$ cat src/shared/lsif_regs.vh
// Register indices, field positions, reset values and timing counts of the
// line status and event flag block.
// Assumes a 32-bit Avalon-MM register port where byte address = 4 * index.
`ifndef LSIF_REGS_VH
`define LSIF_REGS_VH

// Register indices; the byte address on the bus is four times the index.
`define LSIF_IDX_LINE_STATUS_0 8'h17
`define LSIF_IDX_LINE_STATUS_1 8'h18
`define LSIF_IDX_EVENT_FLAGS_0 8'h19
`define LSIF_IDX_EVENT_MASK_0 8'h20
`define LSIF_IDX_EDGE_SEL_0 8'h21

// Fields of line_status_0; event_flags_0, mask and edge select share them.
`define LSIF_BIT_EQUALIZER_RANGE 7
`define LSIF_BIT_LOOP_ACTIVATE 6
`define LSIF_BIT_LOOP_DEACTIVATE 5
`define LSIF_BIT_PATTERN_SYNC 4
`define LSIF_BIT_TX_CLOCK_LOSS 3
`define LSIF_BIT_DRIVER_FAULT 2
`define LSIF_BIT_ALARM_SIGNAL 1
`define LSIF_BIT_SIGNAL_LOSS 0

// Fields of line_status_1.
`define LSIF_BIT_FAR_LOOPBACK 5
`define LSIF_ATTEN_MSB 4
`define LSIF_ATTEN_LSB 0

// Reset values.
`define LSIF_RST_STATUS 8'h00
`define LSIF_RST_EVENT_FLAGS 8'h00
`define LSIF_RST_EVENT_MASK 8'hff
`define LSIF_RST_EDGE_SEL 8'h00

// Master clock cycles without a transmit clock toggle before loss is flagged.
`define LSIF_TX_CLOCK_LOSS_CYCLES 70

`endif

$ cat src/rtl/lsif_event_detect.v
// Per-source event detector: turns status bit changes into event pulses.
// Assumes status bits are registered and synchronous to clk.
`timescale 1ns/1ps
module lsif_event_detect #(
	parameter WIDTH = 8
) (
	input wire clk,
	input wire sys_rst,
	input wire [WIDTH-1:0] status,
	input wire [WIDTH-1:0] mask,
	input wire [WIDTH-1:0] edge_sel,
	output wire [WIDTH-1:0] event_pulse
);

	reg [WIDTH-1:0] prev_reg;

	always @(posedge clk) begin
		if (sys_rst) begin
			prev_reg <= {WIDTH{1'b0}};
		end else begin
			prev_reg <= status;
		end
	end

	////////////////////////////////////////////////////////////////////////
	genvar i;
	generate
		for (i = 0; i < WIDTH; i = i + 1) begin : g_src
			wire rise;
			wire fall;
			assign rise = status[i] & ~prev_reg[i];
			assign fall = ~status[i] & prev_reg[i];
			// A masked source never raises an event, whatever its edge select.
			assign event_pulse[i] = ~mask[i] & (rise | (edge_sel[i] & fall));
		end
	endgenerate

endmodule

$ cat src/rtl/lsif_line_status_flags.v
// What this block does
// - Status bit 2 shows a line driver short circuit, clear in normal operation.
// - Status bit 1 is set while alarm indication signal is received.
// - Status bit 0 is set while loss of signal on the receive pair.
// - Edge select zero: event only on a rising status bit.
// - Edge select one: event on every rising or falling status change.
// - Mask zero lets a source raise events; mask one suppresses them.
// - Both line status registers are real time, read only, indices 17h and 18h.
// - Second status bit 5 is set while the remote loopback is closed.
// - Reading event flags at index 19h clears them; all reset to zero.
// - Event flag bit 7 latches equalizer out-of-range events.
// - Event flag bit 6 latches loopback activate code events.
// - Event flag bit 5 latches loopback deactivate code events.
// - Event flag bit 4 latches pattern synchronisation events.
// - Event flag bit 3 latches transmit clock loss events.
// - Event flag bit 2 latches line driver failure events.
// - Event flag bit 1 latches alarm indication signal events.
// - Event flag bit 0 latches loss-of-signal events.
// - Transmit clock loss sets after more than 70 cycles without toggle.
//
// Top of the line status and event flag block, with its Avalon-MM slave.
// Assumes all condition inputs and the transmit clock pin are synchronous
// to clk, and that the master keeps a request steady until waitrequest is low.
`timescale 1ns/1ps
`include "lsif_regs.vh"
module lsif_line_status_flags #(
	parameter LOSS_CYCLES = `LSIF_TX_CLOCK_LOSS_CYCLES
) (
	input wire clk,
	input wire sys_rst,
	input wire [9:0] avs_address,
	input wire avs_read,
	input wire avs_write,
	input wire [31:0] avs_writedata,
	input wire [3:0] avs_byteenable,
	output wire [31:0] avs_readdata,
	output wire avs_waitrequest,
	input wire driver_fault_in,
	input wire alarm_signal_in,
	input wire rx_line_pair_loss_in,
	input wire equalizer_out_of_range_in,
	input wire loop_activate_in,
	input wire loop_deactivate_in,
	input wire pattern_sync_in,
	input wire far_loopback_in,
	input wire [4:0] cable_attenuation_in,
	input wire tx_clock_pin,
	output wire irq_req
);

	// The idle counter is seven bits wide, so the limit is cut to that width on purpose.
	localparam [6:0] LOSS_LIMIT = LOSS_CYCLES[6:0];
	localparam [6:0] LOSS_SATURATE = LOSS_LIMIT + 7'h01;

	////////////////////////////////////////////////////////////////////////
	// Transmit clock watchdog.

	reg tx_clock_prev_reg;
	reg [6:0] tx_idle_count_reg;
	reg [6:0] tx_idle_count_next;
	wire tx_clock_toggled;
	wire tx_clock_loss_state;

	assign tx_clock_toggled = tx_clock_pin ^ tx_clock_prev_reg;

	always @* begin
		if (tx_clock_toggled) begin
			tx_idle_count_next = 7'h00;
		end else if (tx_idle_count_reg == LOSS_SATURATE) begin
			// Saturate one past the limit so the flag holds without wrapping.
			tx_idle_count_next = tx_idle_count_reg;
		end else begin
			tx_idle_count_next = tx_idle_count_reg + 7'h01;
		end
	end

	always @(posedge clk) begin
		if (sys_rst) begin
			tx_clock_prev_reg <= 1'b0;
			tx_idle_count_reg <= 7'h00;
		end else begin
			tx_clock_prev_reg <= tx_clock_pin;
			tx_idle_count_reg <= tx_idle_count_next;
		end
	end

	assign tx_clock_loss_state = (tx_idle_count_reg > LOSS_LIMIT);

	////////////////////////////////////////////////////////////////////////
	// Real-time status, sampled every cycle and never latched.

	reg [7:0] line_status_0_reg;
	reg [7:0] line_status_0_next;
	reg [7:0] line_status_1_reg;
	reg [7:0] line_status_1_next;

	always @* begin
		line_status_0_next = `LSIF_RST_STATUS;
		line_status_0_next[`LSIF_BIT_EQUALIZER_RANGE] = equalizer_out_of_range_in;
		line_status_0_next[`LSIF_BIT_LOOP_ACTIVATE] = loop_activate_in;
		line_status_0_next[`LSIF_BIT_LOOP_DEACTIVATE] = loop_deactivate_in;
		line_status_0_next[`LSIF_BIT_PATTERN_SYNC] = pattern_sync_in;
		line_status_0_next[`LSIF_BIT_TX_CLOCK_LOSS] = tx_clock_loss_state;
		line_status_0_next[`LSIF_BIT_DRIVER_FAULT] = driver_fault_in;
		line_status_0_next[`LSIF_BIT_ALARM_SIGNAL] = alarm_signal_in;
		line_status_0_next[`LSIF_BIT_SIGNAL_LOSS] = rx_line_pair_loss_in;
	end

	always @* begin
		// Bits 7 and 6 are reserved and stay zero.
		line_status_1_next = `LSIF_RST_STATUS;
		line_status_1_next[`LSIF_BIT_FAR_LOOPBACK] = far_loopback_in;
		// Codes above the top step all mean more than 44 dB; passed unchanged.
		line_status_1_next[`LSIF_ATTEN_MSB:`LSIF_ATTEN_LSB] = cable_attenuation_in;
	end

	always @(posedge clk) begin
		if (sys_rst) begin
			line_status_0_reg <= `LSIF_RST_STATUS;
			line_status_1_reg <= `LSIF_RST_STATUS;
		end else begin
			line_status_0_reg <= line_status_0_next;
			line_status_1_reg <= line_status_1_next;
		end
	end

	////////////////////////////////////////////////////////////////////////
	// Bus slave: one wait state on every access, registered read data.

	reg ack_reg;
	reg [7:0] readdata_reg;
	reg [7:0] readdata_next;
	reg [7:0] event_mask_reg;
	reg [7:0] edge_sel_reg;
	wire [7:0] bus_index;
	wire request;
	wire read_taken;
	wire write_taken;
	wire flags_read_taken;

	assign bus_index = avs_address[9:2];
	assign request = avs_read | avs_write;
	assign avs_waitrequest = request & ~ack_reg;
	assign read_taken = avs_read & ack_reg;
	assign write_taken = avs_write & ack_reg & avs_byteenable[0];
	assign flags_read_taken = read_taken && (bus_index == `LSIF_IDX_EVENT_FLAGS_0);

	always @(posedge clk) begin
		if (sys_rst) begin
			ack_reg <= 1'b0;
		end else begin
			ack_reg <= request & ~ack_reg;
		end
	end

	////////////////////////////////////////////////////////////////////////
	// Event flags.

	reg [7:0] event_flags_reg;
	reg [7:0] event_flags_next;
	reg [7:0] flags_clear;
	wire [7:0] event_pulse;

	lsif_event_detect #(
		.WIDTH(8)
	) u_event_detect (
		.clk(clk),
		.sys_rst(sys_rst),
		.status(line_status_0_reg),
		.mask(event_mask_reg),
		.edge_sel(edge_sel_reg),
		.event_pulse(event_pulse)
	);

	always @* begin
		// Only bits that software has actually seen are cleared, so an event
		// that lands between the data capture and the end of the read survives.
		if (flags_read_taken) begin
			flags_clear = readdata_reg;
		end else begin
			flags_clear = 8'h00;
		end
		// A new event wins over a clear in the same cycle.
		event_flags_next = (event_flags_reg & ~flags_clear) | event_pulse;
	end

	always @(posedge clk) begin
		if (sys_rst) begin
			event_flags_reg <= `LSIF_RST_EVENT_FLAGS;
		end else begin
			// Each bit latches its own source: bit 7 equalizer, 6 activate,
			// 5 deactivate, 4 pattern, 3 tx clock, 2 driver, 1 alarm, 0 loss.
			event_flags_reg <= event_flags_next;
		end
	end

	assign irq_req = |event_flags_reg;

	////////////////////////////////////////////////////////////////////////
	// Mask and edge select registers.

	always @(posedge clk) begin
		if (sys_rst) begin
			event_mask_reg <= `LSIF_RST_EVENT_MASK;
			edge_sel_reg <= `LSIF_RST_EDGE_SEL;
		end else if (write_taken) begin
			if (bus_index == `LSIF_IDX_EVENT_MASK_0) begin
				event_mask_reg <= avs_writedata[7:0];
			end
			if (bus_index == `LSIF_IDX_EDGE_SEL_0) begin
				edge_sel_reg <= avs_writedata[7:0];
			end
		end
	end

	////////////////////////////////////////////////////////////////////////
	// Read data path. Data is captured in the wait cycle and held for the
	// cycle in which waitrequest is low; writes to status are ignored.

	always @* begin
		case (bus_index)
			`LSIF_IDX_LINE_STATUS_0: begin
				readdata_next = line_status_0_reg;
			end
			`LSIF_IDX_LINE_STATUS_1: begin
				readdata_next = line_status_1_reg;
			end
			`LSIF_IDX_EVENT_FLAGS_0: begin
				readdata_next = event_flags_reg;
			end
			`LSIF_IDX_EVENT_MASK_0: begin
				readdata_next = event_mask_reg;
			end
			`LSIF_IDX_EDGE_SEL_0: begin
				readdata_next = edge_sel_reg;
			end
			default: begin
				readdata_next = 8'h00;
			end
		endcase
	end

	always @(posedge clk) begin
		if (sys_rst) begin
			readdata_reg <= 8'h00;
		end else if (avs_read & ~ack_reg) begin
			readdata_reg <= readdata_next;
		end
	end

	assign avs_readdata = {24'h000000, readdata_reg};

endmodule

$ cat config.mk
export PLATFORM = sky130hd
export DESIGN_NAME = lsif_line_status_flags
export DESIGN_NICKNAME = d
export VERILOG_FILES = /design/src/rtl/lsif_event_detect.v /design/src/rtl/lsif_line_status_flags.v
export VERILOG_INCLUDE_DIRS = /design/src /design/src/shared
export SDC_FILE = /design/constraint.sdc
export NUM_CORES = 1
export LEC_CHECK = 0
export CAP_MARGIN = 20
export CORE_MARGIN = 2
export CORE_UTILIZATION = 45
export DETAILED_ROUTE_END_ITERATION = 6
export DONT_BUFFER_PORTS = 1
export PLACE_DENSITY = 0.63
export SYNTH_ARGS = -nofsm -noshare
export SYNTH_HDL_FRONTEND = slang
export SYNTH_SLANG_ARGS = --single-unit
$ cat constraint.sdc
create_clock -name clk -period 4.8 [get_ports clk]
set_input_delay 0.96 -clock clk [delete_from_list [all_inputs] [get_ports clk]]
set_output_delay 0.96 -clock clk [all_outputs]
set_load 0.03 [all_outputs]
==> results.json <==
{
  "outcome": "completed",
  "routabilityCongestion": 0.766,
  "placed_cell_area_um2": 2860,
  "cts_root_buffer": "clkbuf_8",
  "postCtsSetupBuffers": 0,
  "finalClockSkew_ps": 6.61,
  "slew-limit-headroom_pct": 30.5,
  "post_synth_num_cell_types": 45,
  "clock_slew_seen_by_the_registers_of_the_worst_setup_and_hold_paths_ps": 60,
  "sort_of_element_at_the_end_of_the_critical_path": "register",
  "crit_path_cell_trace": "or4_4 > nor4_4 > nor2b_1 > a211o_1",
  "synth-main-ff-cell": "dfxtp_1",
  "setup_viol_count_final": 0,
  "power.leakage_uw": 0.00111,
  "yosys_warnings": 0,
  "worst_ep_required_time_ps": 5020,
  "gr-usage-all-layers_pct": 17.8,
  "drtPass1Iterations": 4,
  "wire_length_of_the_first_global_routing_pass_um": 9900,
  "worst_hold_path_type": "reg2reg",
  "grt_antenna_before_repair": 0,
  "h-tree-depth": 3,
  "cp.arrival_ps": 2870,
  "critical_path.reg2reg.startpoint": "ack_reg$_SDFF_PP0_",
  "vias": 2113,
  "overall_power_of_the_completed_layout_uw": 1140,
  "edff_count_synth": 0,
  "cp_slowest_cell": "nor4_4",
  "synth_top_cells_by_area": "dfxtp_1, nor2b_1, buf_4",
  "die_width_um": 84.5,
  "clock_latency_ps": 330,
  "worst_pin_slew_ps": 1040,
  "row_count": 29,
  "worstPathMaxFanout": 16,
  "effective_utilization_at_floorplan_pct": 46.2,
  "core_um2": 6310,
  "worst-setup-path-type": "in2reg",
  "die-height_um": 84.5,
  "detailed_route_vias_per_instance": 5.39,
  "fin_hold_ws_ps": 487,
  "slew_violations": 0,
  "finalNetCount": 376,
  "largest_area_contributor_in_the_netlist": "dfxtp_1",
  "synth.avg_cell_area_um2": 9.28,
  "power.density_cell_area_nw_per_um2": 370,
  "worst_r2r_endpoint": "event_mask_reg[0]$_SDFFE_PP1P_",
  "drt.antenna.violating_nets": 0,
  "dpl.hpwl_um": 3910,
  "worstSetupEndpoint": "event_mask_reg[0]$_SDFFE_PP1P_",
  "drt-initial-drc-count": 142,
  "design_area_um2": 3080,
  "slowest_delay_ps": 880,
  "insertedDiodeCount": 0,
  "clock.fmax_mhz": 376,
  "port_buffers": 0,
  "areaGrowthSynthToFinish_pct": 5.80,
  "globalRouteOverflowTotal": 0,
  "clock_sinks": 63,
  "syn-cell-area_um2": 2910,
  "asyncSetResetFlopFracSynth_pct": 0,
  "total_clock_buffers_created_by_cts": 9,
  "syn-instance-count": 314,
  "layout-drive-gt1-share_pct": 7.62,
  "crit_start": "avs_address[9]",
  "r2r_slack_ps": 2920,
  "floorplan.die_area_um2": 7140,
  "grt_start_max_net_pins": 58,
  "grt_setup_unrepaired": "no",
  "clock_path_buffers": 2,
  "pin_count": 98,
  "route.detailed.wl_per_inst_um": 15.4,
  "ir_drop_uv": 154,
  "timing.final.crit_period_ps": 2660,
  "cp-start-kind": "primary input",
  "synth_commonest_cells": "dfxtp_1, nor2_1, nor2b_1",
  "fin_crit_sh_pct": 55.3,
  "hold_buffers": 0,
  "drc": 0,
  "max_cap_viol_count": 0,
  "tritoncts_clock_tree": "built",
  "postcts_resize_cnt": 0,
  "drt-total-wl_um": 6030,
  "synth_most_common_cell": "dfxtp_1",
  "worst-r2r-cell-count": 4,
  "number_of_global_route_vias_before_repair": 2007,
  "setup_tns_ps": 0,
  "synth.top_cell.area_share_pct": 43.3,
  "synth.yosys.seq_area_share_pct": 43.3,
  "timing.final.hold_violations": 0,
  "ff_latch_count_synth": 63
}
## cell type report
| type | instances | area (um2) |
|---|---|---|
| Tap cell | 77 | 96.3 |
| Clock inverter | 3 | 65.1 |
| Inverter | 2 | 7.51 |
| Multi-Input combinational cell | 232 | 1480 |
| Sequential cell | 63 | 1260 |
| Clock buffer | 13 | 159 |
| Timing Repair Buffer | 2 | 15.0 |
| Fill cell | 635 | 3230 |
## layer usage
layer / wire [um] / part of all wire [%] / GRT usage (%) / vias up
met5: 0 / 0 / 0 / -
met4: 102 / 1.7 / 8.80 / 0
met3: 404 / 6.7 / 5.70 / 10
met2: 2660 / 44 / 26.8 / 59
met1: 2870 / 48 / 23.1 / 989
li1: - / - / - / 1055
## placed cells by master (no fill, tap or decap), drive strengths merged, types with 2 or more instances in the layout
master,netlist,layout
dfxtp,63,63
nor2,31,31
nor2b,31,31
conb,1,24
a21oi,21,21
mux2i,16,16
clkbuf,11,13
nand2b,10,10
nand2,9,9
nand4,9,9
nor3,9,9
nand3b,8,8
a211o,8,8
o2bb2ai,6,6
a22oi,4,4
a311oi,4,4
nand3,4,4
and3,4,4
nor4,4,4
xnor2,3,3
o21ai,3,3
nor4b,3,3
inv,2,2
or3b,2,2
o31ai,2,2
xor2,2,2
a2111o,2,2
a22o,2,2
ha,2,2
bufinv,0,2
buf,29,2
## power by group
| part | internal (uW) | switching [uW] | total [uW] |
|---|---|---|---|
| registers | 537 | 17.5 | 554 |
| clock network | 321 | 198 | 519 |
| logic | 20.0 | 47.0 | 67.0 |
| total | 877 | 262 | 1140 |
## per-stage QoR
stage	std cells	setup slack (ps)	utilization, %
2_1_floorplan	337	2180	-
3_3_place_gp	376	1830	45.3
3_5_place_dp	376	1790	45.3
4_1_cts	392	2140	48.8
5_1_grt	392	2010	48.8
6_report	392	2140	48.8
## worst max-delay path: cells and delay by family
family | cells | cell delay, ps
AOI/OAI and AO/OA | 1 | 290
and+or+nand+nor | 3 | 1620
## worst min-delay path by stage
stage	from	end	cells past startpoint
2_1_floorplan	ack_reg$_SDFF_PP0_	ack_reg$_SDFF_PP0_	1
3_3_place_gp	ack_reg$_SDFF_PP0_	ack_reg$_SDFF_PP0_	1
3_5_place_dp	event_mask_reg[0]$_SDFFE_PP1P_	readdata_reg[0]$_SDFFE_PP0P_	2
4_1_cts	event_mask_reg[0]$_SDFFE_PP1P_	readdata_reg[0]$_SDFFE_PP0P_	2
5_1_grt	line_status_0_reg[3]$_SDFF_PP0_	u_event_detect.prev_reg[3]$_SDFF_PP0_	1
6_report	event_mask_reg[0]$_SDFFE_PP1P_	readdata_reg[0]$_SDFFE_PP0P_	2
## cells by family (layout without fill, tap and decap cells)
family | count (synthesis) | after routing | synth area share (%)
AO/OA/AOI/OAI | 53 | 53 | 12.7
XOR/XNOR | 5 | 5 | 1.50
adder cells (fa/ha/maj) | 2 | 2 | 0.859
buffers and inverters | 42 | 20 | 8.93
flip-flops | 63 | 63 | 43.3
multiplexers | 16 | 16 | 5.50
other | 1 | 24 | 0.129
AND/OR/NAND/NOR | 132 | 132 | 27.1
Power figures use the tool's default switching activity.
